**src/include/tfc_pkg.sv**
```systemverilog
// package of register map, fields and codes for the tx flow control block
package tfc_pkg;
    // ------------------------------------------------------------
    // register indices (byte address is four times the index)
    // ------------------------------------------------------------
    localparam logic [11:0] IDX_FLOW_ENABLE = 12'h0605;
    localparam logic [11:0] IDX_FLOW_REQUEST_BITS = 12'h0606;
    localparam logic [11:0] IDX_RSVD_A = 12'h0607;
    localparam logic [11:0] IDX_RSVD_B = 12'h0608;
    localparam logic [11:0] IDX_RSVD_C = 12'h0609;
    localparam logic [11:0] IDX_PAUSE_REACTION_CONTROL = 12'h060a;
    localparam logic [11:0] IDX_RSVD_D = 12'h060b;
    localparam logic [11:0] IDX_RSVD_E = 12'h060c;
    localparam logic [11:0] IDX_PAUSE_DEST_ADDR_LOW = 12'h060d;
    localparam logic [11:0] IDX_PAUSE_DEST_ADDR_HIGH = 12'h060e;
    localparam logic [11:0] IDX_REQUEST_MODE = 12'h0641;
    localparam logic [11:0] IDX_PAUSE_STATUS = 12'h0700;
    // ------------------------------------------------------------
    // field positions
    // ------------------------------------------------------------
    localparam int REQ_HIGH_LSB = 16;
    localparam int MODE_SEL_BIT = 16;
    localparam int PAUSE_REACT_BIT = 0;
    localparam int DEST_HIGH_WIDTH = 16;
    // ------------------------------------------------------------
    // reset values
    // ------------------------------------------------------------
    localparam logic [31:0] RST_REQUEST_BITS = 32'h0000_0000;
    localparam logic [31:0] RST_PAUSE_REACTION = 32'h0000_0000;
    localparam logic [31:0] RST_DEST_LOW = 32'hc200_0001;
    localparam logic [15:0] RST_DEST_HIGH = 16'h0180;
    localparam logic [31:0] RST_REQUEST_MODE = 32'h0000_0000;
    // ------------------------------------------------------------
    // request codes and bus answers
    // ------------------------------------------------------------
    typedef enum logic [1:0] {
        TFC_REQ_NONE = 2'h0,
        TFC_REQ_XON = 2'h1,
        TFC_REQ_XOFF = 2'h2,
        TFC_REQ_INVALID = 2'h3
    } tfc_code_e;
    localparam logic [1:0] RESP_OKAY = 2'h0;
    localparam logic [1:0] RESP_SLVERR = 2'h2;
endpackage : tfc_pkg

```
**src/hw/tfc_regs.sv**
```systemverilog
// tx flow control request registers with an axi4-lite slave
// ------------------------------------------------------------
// Behaviour
// a queue's request acts only while its flow enable bit is 1.
// in 2-bit mode register requests drive a queue only if its source bit selects registers.
// in 1-bit mode low is idle, rise gives xoff, held high repeats xoff, fall gives xon.
// in 1-bit mode each queue's request comes only from the low request field.
// in 2-bit mode codes decode as 00 none, 01 xon, 10 xoff, 11 invalid.
// the field from bit 16 gives the upper code bit, the low field the lower bit.
// both request fields take writes at any time and act at once.
// with pause reaction set a valid received pause halts user transmit, else not.
// software sets the pause reaction bit only while transmit is idle.
// generated frames use a 48-bit destination whose low 32 bits come from one register.
// the upper 16 destination bits come from bits 15:0 of the next register.
// a per-queue enable field lets only enabled queues generate frames.
// bit 16 of the mode register selects 1-bit (0) or 2-bit (1) mode for all queues.
// in 2-bit mode a source bit of 0 takes external inputs, 1 the register fields.
// reserved bits and words read zero and ignore writes.
// ------------------------------------------------------------
//
// Decided for this implementation: the AXI4-Lite interface to the registers.
`timescale 1ns/1ps
module tfc_regs #(
    parameter int QN = 8
) (
    input wire logic aclk,
    input wire logic aresetn,
    input wire logic [13:0] s_axi_awaddr,
    input wire logic s_axi_awvalid,
    output logic s_axi_awready,
    input wire logic [31:0] s_axi_wdata,
    input wire logic [3:0] s_axi_wstrb,
    input wire logic s_axi_wvalid,
    output logic s_axi_wready,
    output logic [1:0] s_axi_bresp,
    output logic s_axi_bvalid,
    input wire logic s_axi_bready,
    input wire logic [13:0] s_axi_araddr,
    input wire logic s_axi_arvalid,
    output logic s_axi_arready,
    output logic [31:0] s_axi_rdata,
    output logic [1:0] s_axi_rresp,
    output logic s_axi_rvalid,
    input wire logic s_axi_rready,
    input wire logic [QN-1:0] ext_insert_low,
    input wire logic [QN-1:0] ext_insert_high,
    input wire logic pause_frame_rx,
    input wire logic tx_idle,
    output logic [QN-1:0] xoff_request,
    output logic [QN-1:0] xon_request,
    output logic user_tx_halt,
    output logic [47:0] pause_dest_addr
);
    import tfc_pkg::*;

    // ------------------------------------------------------------
    // state
    // ------------------------------------------------------------
    typedef struct packed {
        logic aw_held;
        logic [11:0] aw_idx;
        logic w_held;
        logic [31:0] w_data;
        logic [3:0] w_strb;
        logic bvalid;
        logic [1:0] bresp;
        logic rvalid;
        logic [31:0] rdata;
        logic [1:0] rresp;
        logic [QN-1:0] enable;
        logic [QN-1:0] req_low;
        logic [QN-1:0] req_high;
        logic [QN-1:0] req_low_prev;
        logic two_bit_mode;
        logic [QN-1:0] src_reg;
        logic pause_react;
        logic [31:0] dest_low;
        logic [15:0] dest_high;
        logic [QN-1:0] xoff;
        logic [QN-1:0] xon;
        logic halt;
    } tfc_state_s;

    tfc_state_s st_reg;
    tfc_state_s st_next;

    function automatic logic [31:0] tfc_merge(input logic [31:0] old_v,
                                            input logic [31:0] new_v,
                                            input logic [3:0] strb);
        logic [31:0] res;
        res = old_v;
        for (int b = 0; b < 4; b++) begin
            if (strb[b]) begin
                res[b*8 +: 8] = new_v[b*8 +: 8];
            end
        end
        return res;
    endfunction : tfc_merge

    function automatic logic [31:0] tfc_read(input tfc_state_s s,
                                           input logic [11:0] idx,
                                           output logic hit);
        logic [31:0] v;
        v = 32'h0000_0000;
        hit = 1'b1;
        unique case (idx)
            IDX_FLOW_ENABLE: v[QN-1:0] = s.enable;
            IDX_FLOW_REQUEST_BITS: begin
                v[QN-1:0] = s.req_low;
                v[REQ_HIGH_LSB +: QN] = s.req_high;
            end
            IDX_RSVD_A, IDX_RSVD_B, IDX_RSVD_C, IDX_RSVD_D,
            IDX_RSVD_E: v = 32'h0000_0000;
            IDX_PAUSE_REACTION_CONTROL: v[PAUSE_REACT_BIT] = s.pause_react;
            IDX_PAUSE_DEST_ADDR_LOW: v = s.dest_low;
            IDX_PAUSE_DEST_ADDR_HIGH: v[DEST_HIGH_WIDTH-1:0] = s.dest_high;
            IDX_REQUEST_MODE: begin
                v[QN-1:0] = s.src_reg;
                v[MODE_SEL_BIT] = s.two_bit_mode;
            end
            IDX_PAUSE_STATUS: begin
                v[0] = s.halt;
                v[1] = tx_idle;
            end
            default: hit = 1'b0;
        endcase
        return v;
    endfunction : tfc_read

    // ------------------------------------------------------------
    // next state
    // ------------------------------------------------------------
    always_comb begin
        logic [31:0] wv;
        logic [31:0] rv;
        logic hit;
        logic [1:0] code;
        logic rq;
        wv = 32'h0000_0000;
        rv = 32'h0000_0000;
        hit = 1'b0;
        code = 2'h0;
        rq = 1'b0;
        st_next = st_reg;

        // write address and data may arrive in either order
        if (s_axi_awvalid && !st_reg.aw_held) begin
            st_next.aw_held = 1'b1;
            st_next.aw_idx = s_axi_awaddr[13:2];
        end
        if (s_axi_wvalid && !st_reg.w_held) begin
            st_next.w_held = 1'b1;
            st_next.w_data = s_axi_wdata;
            st_next.w_strb = s_axi_wstrb;
        end
        if (s_axi_bvalid && s_axi_bready) begin
            st_next.bvalid = 1'b0;
        end
        if (st_reg.aw_held && st_reg.w_held && !st_reg.bvalid) begin
            st_next.aw_held = 1'b0;
            st_next.w_held = 1'b0;
            st_next.bvalid = 1'b1;
            st_next.bresp = RESP_OKAY;
            // writes take effect any time, traffic running or not
            unique case (st_reg.aw_idx)
                IDX_FLOW_ENABLE: begin
                    wv = tfc_merge({{(32-QN){1'b0}}, st_reg.enable},
                                   st_reg.w_data, st_reg.w_strb);
                    st_next.enable = wv[QN-1:0];
                end
                IDX_FLOW_REQUEST_BITS: begin
                    wv = tfc_merge(32'h0000_0000, st_reg.w_data,
                                   st_reg.w_strb);
                    wv[QN-1:0] = st_reg.w_strb[0] ?
                                 st_reg.w_data[QN-1:0] : st_reg.req_low;
                    wv[REQ_HIGH_LSB +: QN] = st_reg.w_strb[2] ?
                        st_reg.w_data[REQ_HIGH_LSB +: QN] : st_reg.req_high;
                    st_next.req_low = wv[QN-1:0];
                    st_next.req_high = wv[REQ_HIGH_LSB +: QN];
                end
                IDX_PAUSE_REACTION_CONTROL: begin
                    // software keeps this to idle periods
                    if (st_reg.w_strb[0]) begin
                        st_next.pause_react =
                            st_reg.w_data[PAUSE_REACT_BIT];
                    end
                end
                IDX_PAUSE_DEST_ADDR_LOW: begin
                    st_next.dest_low = tfc_merge(st_reg.dest_low,
                        st_reg.w_data, st_reg.w_strb);
                end
                IDX_PAUSE_DEST_ADDR_HIGH: begin
                    wv = tfc_merge({16'h0000, st_reg.dest_high},
                                   st_reg.w_data, st_reg.w_strb);
                    st_next.dest_high = wv[DEST_HIGH_WIDTH-1:0];
                end
                IDX_REQUEST_MODE: begin
                    if (st_reg.w_strb[0]) begin
                        st_next.src_reg = st_reg.w_data[QN-1:0];
                    end
                    if (st_reg.w_strb[2]) begin
                        st_next.two_bit_mode =
                            st_reg.w_data[MODE_SEL_BIT];
                    end
                end
                IDX_RSVD_A, IDX_RSVD_B, IDX_RSVD_C, IDX_RSVD_D, IDX_RSVD_E,
                IDX_PAUSE_STATUS: ;
                default: st_next.bresp = RESP_SLVERR;
            endcase
        end

        if (s_axi_rvalid && s_axi_rready) begin
            st_next.rvalid = 1'b0;
        end
        if (s_axi_arvalid && !st_reg.rvalid) begin
            rv = tfc_read(st_reg, s_axi_araddr[13:2], hit);
            st_next.rvalid = 1'b1;
            st_next.rdata = rv;
            st_next.rresp = hit ? RESP_OKAY : RESP_SLVERR;
        end

        // per-queue request decode
        for (int q = 0; q < QN; q++) begin
            st_next.xoff[q] = 1'b0;
            st_next.xon[q] = 1'b0;
            if (st_reg.two_bit_mode) begin
                // code from the selected source
                code = st_reg.src_reg[q] ?
                       {st_reg.req_high[q], st_reg.req_low[q]} :
                       {ext_insert_high[q], ext_insert_low[q]};
                st_next.xon[q] = (code == TFC_REQ_XON);
                st_next.xoff[q] = (code == TFC_REQ_XOFF);
            end else begin
                rq = st_reg.req_low[q];
                st_next.xoff[q] = rq;
                st_next.xon[q] = st_reg.req_low_prev[q] && !rq;
            end
            if (!st_reg.enable[q]) begin
                st_next.xoff[q] = 1'b0;
                st_next.xon[q] = 1'b0;
            end
        end
        st_next.req_low_prev = st_reg.req_low;

        // halt tracks each received pause indication while pause_react is set
        st_next.halt = st_reg.pause_react && pause_frame_rx;
    end

    // ------------------------------------------------------------
    // registers
    // ------------------------------------------------------------
    always_ff @(posedge aclk) begin
        if (!aresetn) begin
            st_reg <= '0;
            st_reg.enable <= '1;
            st_reg.req_low <= RST_REQUEST_BITS[QN-1:0];
            st_reg.req_high <= RST_REQUEST_BITS[REQ_HIGH_LSB +: QN];
            st_reg.pause_react <= RST_PAUSE_REACTION[PAUSE_REACT_BIT];
            st_reg.dest_low <= RST_DEST_LOW;
            st_reg.dest_high <= RST_DEST_HIGH;
            st_reg.src_reg <= RST_REQUEST_MODE[QN-1:0];
            st_reg.two_bit_mode <= RST_REQUEST_MODE[MODE_SEL_BIT];
        end else begin
            st_reg <= st_next;
        end
    end

    assign s_axi_awready = !st_reg.aw_held;
    assign s_axi_wready = !st_reg.w_held;
    assign s_axi_bvalid = st_reg.bvalid;
    assign s_axi_bresp = st_reg.bresp;
    assign s_axi_arready = !st_reg.rvalid;
    assign s_axi_rvalid = st_reg.rvalid;
    assign s_axi_rdata = st_reg.rdata;
    assign s_axi_rresp = st_reg.rresp;
    assign xoff_request = st_reg.xoff;
    assign xon_request = st_reg.xon;
    assign user_tx_halt = st_reg.halt;
    assign pause_dest_addr = {st_reg.dest_high, st_reg.dest_low};
endmodule : tfc_regs

```
**config.mk**
```make
export PLATFORM = sky130hd
export DESIGN_NAME = tfc_regs
export DESIGN_NICKNAME = d
export VERILOG_FILES = /design/src/include/tfc_pkg.sv /design/src/hw/tfc_regs.sv
export SDC_FILE = /design/constraint.sdc
export NUM_CORES = 1
export LEC_CHECK = 0
export BUFFER_PORTS_ARGS = -buffer_cell sky130_fd_sc_hd__buf_2
export CORE_MARGIN = 4
export CORE_UTILIZATION = 49
export CTS_CLUSTER_DIAMETER = 50
export DETAILED_ROUTE_END_ITERATION = 8
export PLACE_DENSITY = 0.76
export SLEW_MARGIN = 20
export SYNTH_ARGS = -nofsm -noshare
export SYNTH_HDL_FRONTEND = slang
export SYNTH_SLANG_ARGS = --single-unit
```
**constraint.sdc**
```tcl
create_clock -name aclk -period 1.6 [get_ports aclk]
set_clock_uncertainty 0.1 [all_clocks]
set_input_delay 0.16 -clock aclk [delete_from_list [all_inputs] [get_ports aclk]]
set_output_delay 0.16 -clock aclk [all_outputs]
set_load 0.005 [all_outputs]
```
Word level (Yosys, flattened, before mapping)

Cells that the tools add are included.

Eq/ne operators: 40
Bitwise gates (word level): 1
Reduce and logical (&&, ||, !) cells: 53
Mux-type cells: 39

Operator list:

| kind                                                                    | number |
|---|---|
| 12-bit by 11-bit equality test with 1-bit output, second input constant | 24 |
| 3-bit AND reduction                                                     | 12 |
| 35-bit 2-to-1 mux                                                       | 1 |
| 6-bit one-hot mux with 5 select lines                                   | 1 |
| 12-bit OR reduction                                                     | 2 |
| 1-bit 2-to-1 mux                                                        | 20 |
| 2-bit 2-to-1 mux                                                        | 10 |
| 2-bit by 1-bit equality test with 1-bit output, second input constant   | 8 |
| 2-bit equality test, second input constant                              | 8 |
| 1-bit logical AND                                                       | 16 |
| 8-bit one-hot mux with 2 select lines                                   | 1 |
| 2-bit AND reduction                                                     | 8 |
| 7-bit one-hot mux with 2 select lines                                   | 1 |
| 1-bit logical NOT                                                       | 12 |
| 8-bit 2-to-1 mux                                                        | 1 |
| 1-bit one-hot mux with 7 select lines                                   | 1 |
| 1-bit one-hot mux with 6 select lines                                   | 1 |
| 2-bit nonzero test                                                      | 2 |
| 3-bit 2-to-1 mux                                                        | 1 |
| 1-bit one-hot mux with 3 select lines                                   | 1 |
| 2-bit OR reduction                                                      | 1 |
| 1-bit inverter                                                          | 1 |

Logic and storage cells: 173
Input port bits: 89
Flip-flop bits (word level): 195

Logic depth before layout (Yosys ltp)

Word-level depth: 6
Gate-level depth with buffers: 7

Worst setup path before layout

Ideal clock, no wire load.

Path type: register to register
Start point: register st_reg[186] (netlist bit)
End point: register st_reg, in the netlist pause_dest_addr[25]
Cell stages (with the launch flop): 7
Arrival: 1.454 ns
Period minus slack after synthesis: 1.683 ns
Setup time: 0.129 ns
Data required time: 1.371 ns
Path slack: -0.083 ns
Cell sequence: dfxtp_1 > nor4b_4 > and4_4 > buf_12 > nand3_4 > mux2i_1 > nand2_1

Word-level cells in the longest chain between the ends: 2

RTL lines:

| element                                          | RTL line        | RTL |
|---|---|---|
| start, declared                                  | tfc_regs.sv:84  | `tfc_state_s st_reg;` |
| start signal, assigned                           | tfc_regs.sv:264 | `st_reg <= st_next;` |
| 12-bit by 11-bit equality test with 1-bit output | tfc_regs.sv:165 | `unique case (st_reg.aw_idx)` |
| 3-bit AND reduction (no source line)             | n/a             |  |

Every way passes these cells.
A chain may end at the register's enable or synchronous reset.

Worst setup path in the final report

Start point: register st_reg[186] (netlist bit)
End point: register st_reg[70] (netlist bit)

The elaborated chain is that of the path after synthesis.

==> results.tsv <==
stage	metric	value	unit
status	outcome	complete, but fails checks	
status	failing checks	setup timing	
die	Die ar.	19700	µm²
clock_tree	Root Driver	clkbuf_16	
synthesis	Distinct cells, synth	53	
synthesis	Post-synth EDFFs	0	
synthesis	top-area cell type share of the netlist area	45.0	%
placement	Setup WS pre-CTS	-0.232	ns
placement	Placed Instances	1324	
die	Die Wd	140	µm
power_and_ir_drop	P per Cell Area	967	nW/µm²
clock_tree	H-tree levels	4	
layout	Non-Filler Instances	1432	
synthesis	top cells by area, synth	dfxtp_1, buf_4, nand2_1	
synthesis	Seq/Total Area, Yosys	45.0	%
synthesis	Main synth FF type	dfxtp_1	
die	num ports	195	
layout	Area Overhead vs Synth	29.8	%
timing	Final Hold Viols	0	
setup_path	CP startpoint kind	flop	
setup_path	Critical Path RT	1.82	ns
global_routing	initial antenna violation count	0	
placement	Placer Congestion	0.871	
layout	layout cells sized above 1	29.3	%
global_routing	largest net degree at the start of global routing	55	
detailed_routing	drt initial violations	405	
setup_path	worst-path fanout max	8	
die	Die Height	140	µm
timing	final setup fails	83	
setup_path	Arr. time, crit path	2.10	ns
die	# rows	48	
setup_path	critical path class	flop to flop	
placement	DP HPWL	16.4	mm
clock_tree	CTS Buffer Depth	2	
global_routing	first-pass GRT wire length	38.9	mm
power_and_ir_drop	Leakage	0.00495	µW
global_routing	gr ovfl total	0	
detailed_routing	DRC	0	
layout	Inserted Diodes	0	
layout	Layout Nets	1285	
run	# Max-Cap Violations	0	
timing	Max Slew Vio Count	0	
synthesis	Netlist Area Pre-Place	8590	µm²
synthesis	Avg Cell Area, Syn	8.60	µm²
power_and_ir_drop	Worst VDD drop	762	µV
detailed_routing	vias per inst	5.34	
clock_tree	CTS tree	built	
synthesis	cell taking the most area after synthesis	dfxtp_1	
timing	crit path time final	1.88	ns
hold_path	HP Class	input port to flop	
layout	Design Area, Final	11100	µm²
synthesis	top cells by count, synth	dfxtp_1, nand2_1, buf_4	
detailed_routing	post-route ant nets	0	
synthesis	top-count cell post-synth	dfxtp_1	
synthesis	number of synthesized register bits	193	
placement	IO buf count	188	
die	Starting Density	49.8	%
clock_tree	TritonCTS Sinks	193	
timing	fin crit share	117	%
setup_path	Critical Path Sink Type	flop	
timing	Fmax	533	MHz
global_routing	GRT Total Usage	24.3	%
die	core box area	17200	µm²
synthesis	cell count after synthesis	999	
detailed_routing	wirelength, routed	24.3	mm
timing	total negative slack	-15.44	ns
detailed_routing	Routed WL per cell	17.0	µm
synthesis	Yosys Warn Count	0	
detailed_routing	Vias	7653	
clock_tree	worst-skew pair later-pin latency	0.43	ns
timing	RSZ-0062 raised after global routing	yes	
layout	Largest register FFs	84	
detailed_routing	drt pass-1 iters	5	
clock_tree	CTS buffer count	17	
placement	Placed Area	9490	µm²
global_routing	number of global-route vias before repair	7675	
timing	worst setup margin	-0.278	ns
synthesis	async set-reset flop share out of synthesis	0	%
clock_tree	Reg clk slew, reported paths	0.07	ns
[path summary, 6_finish.rpt]
| path | to | from | cells after the start | slack, ns |
|---|---|---|---|---|
| worst max-delay path | st_reg[70]$_SDFFE_PN0P_ | st_reg[186]$_SDFFE_PN0P_ | 6 | -0.28 |
| worst min-delay path | s_axi_bresp[1]$_SDFFE_PN0P_ | aresetn | 3 | 0.05 |
| worst max register to register | st_reg[70]$_SDFFE_PN0P_ | st_reg[186]$_SDFFE_PN0P_ | 6 | -0.28 |
| worst min register to register | xon_request[0]$_SDFF_PN0_ | st_reg[75]$_SDFF_PN0_ | 2 | 0.34 |
[repair_timing]
action	in CTS	in global routing
setup buffers	8	1
resized for setup	31	38
hold buffers	70	0
pin swaps	23	35
setup endpoints to repair	83	85
hold endpoints to repair	65	0
[report_power, final]
part | total [µW] | internal (µW) | switching (µW)
sequential | 5030 | 4930 | 110
combinational | 949 | 469 | 480
clock | 4800 | 2990 | 1810
[metal layers]
metal  routed length, µm  global-route usage, %  vias up
li1                    -                      -     3699
met1               10000                   29.0     3630
met2               12300                   43.3      288
met3                1620                   5.46       36
met4                 392                   7.75        0
met5                   0                      0        -
[through the flow]
step	power (µW)	hold slack, ns	util, %
6_report	10800	0.0451	64.7
5_1_grt	11100	0.0362	64.7
4_1_cts	10800	0.00293	64.0
3_5_place_dp	5920	0.251	55.0
3_3_place_gp	5900	0.249	55.0
2_1_floorplan	5560	0.159	-
[layout make-up]
class,instances,area [µm²]
Sequential cell,193,3870
Tap cell,225,282
Timing Repair Buffer,328,2400
Fill cell,1409,6090
Clock inverter,11,210
Inverter,9,36.3
Multi-Input combinational cell,647,3890
Clock buffer,19,453
[kinds of logic (layout without fill, tap and decap cells)]
kind of cell           after synthesis  in the layout  share of synthesized area [%]
AOI/OAI and AO/OA                  209            209                           14.1
buffers and inverters              160            367                           11.8
DFF                                193            193                           45.0
muxes                               66             66                           7.69
other                                1              2                         0.0437
and+or+nand+nor                    370            370                           21.3
[critical path: stages, from the launching register on]
cell,delay [ns]
dfxtp_2,0.33
nor4b_4,0.32
buf_4,0.19
and4_4,0.34
nand3_4,0.20
mux2i_2,0.22
nor2_1,0.06
[cells in the final DEF, fill, tap and decap left out, types with 3 or more instances in the layout]
| cell | n |
|---|---|
| a21oi_2 | 14 |
| a31oi_1 | 5 |
| a22o_1 | 7 |
| mux2i_1 | 65 |
| nand3_1 | 13 |
| and2_1 | 9 |
| and3b_1 | 8 |
| nor2_4 | 3 |
| a221oi_1 | 18 |
| a211oi_1 | 10 |
| nor2_1 | 99 |
| clkinv_2 | 3 |
| and3_1 | 3 |
| bufinv_16 | 6 |
| nand2_4 | 3 |
| nor2b_1 | 3 |
| o21ai_0 | 38 |
| buf_12 | 16 |
| clkbuf_16 | 17 |
| buf_2 | 188 |
| inv_1 | 8 |
| nand2_1 | 166 |
| a21oi_1 | 89 |
| nor3b_1 | 9 |
| nand2_2 | 10 |
| buf_4 | 46 |
| nand3_2 | 3 |
| a22oi_1 | 7 |
| o21ai_1 | 11 |
| nand2b_1 | 4 |
| buf_6 | 7 |
| or3_1 | 3 |
| dlygate4sd3_1 | 70 |
| dfxtp_1 | 190 |
| o21ai_2 | 3 |
| nand3_4 | 6 |
Power figures use the tool's default switching activity.
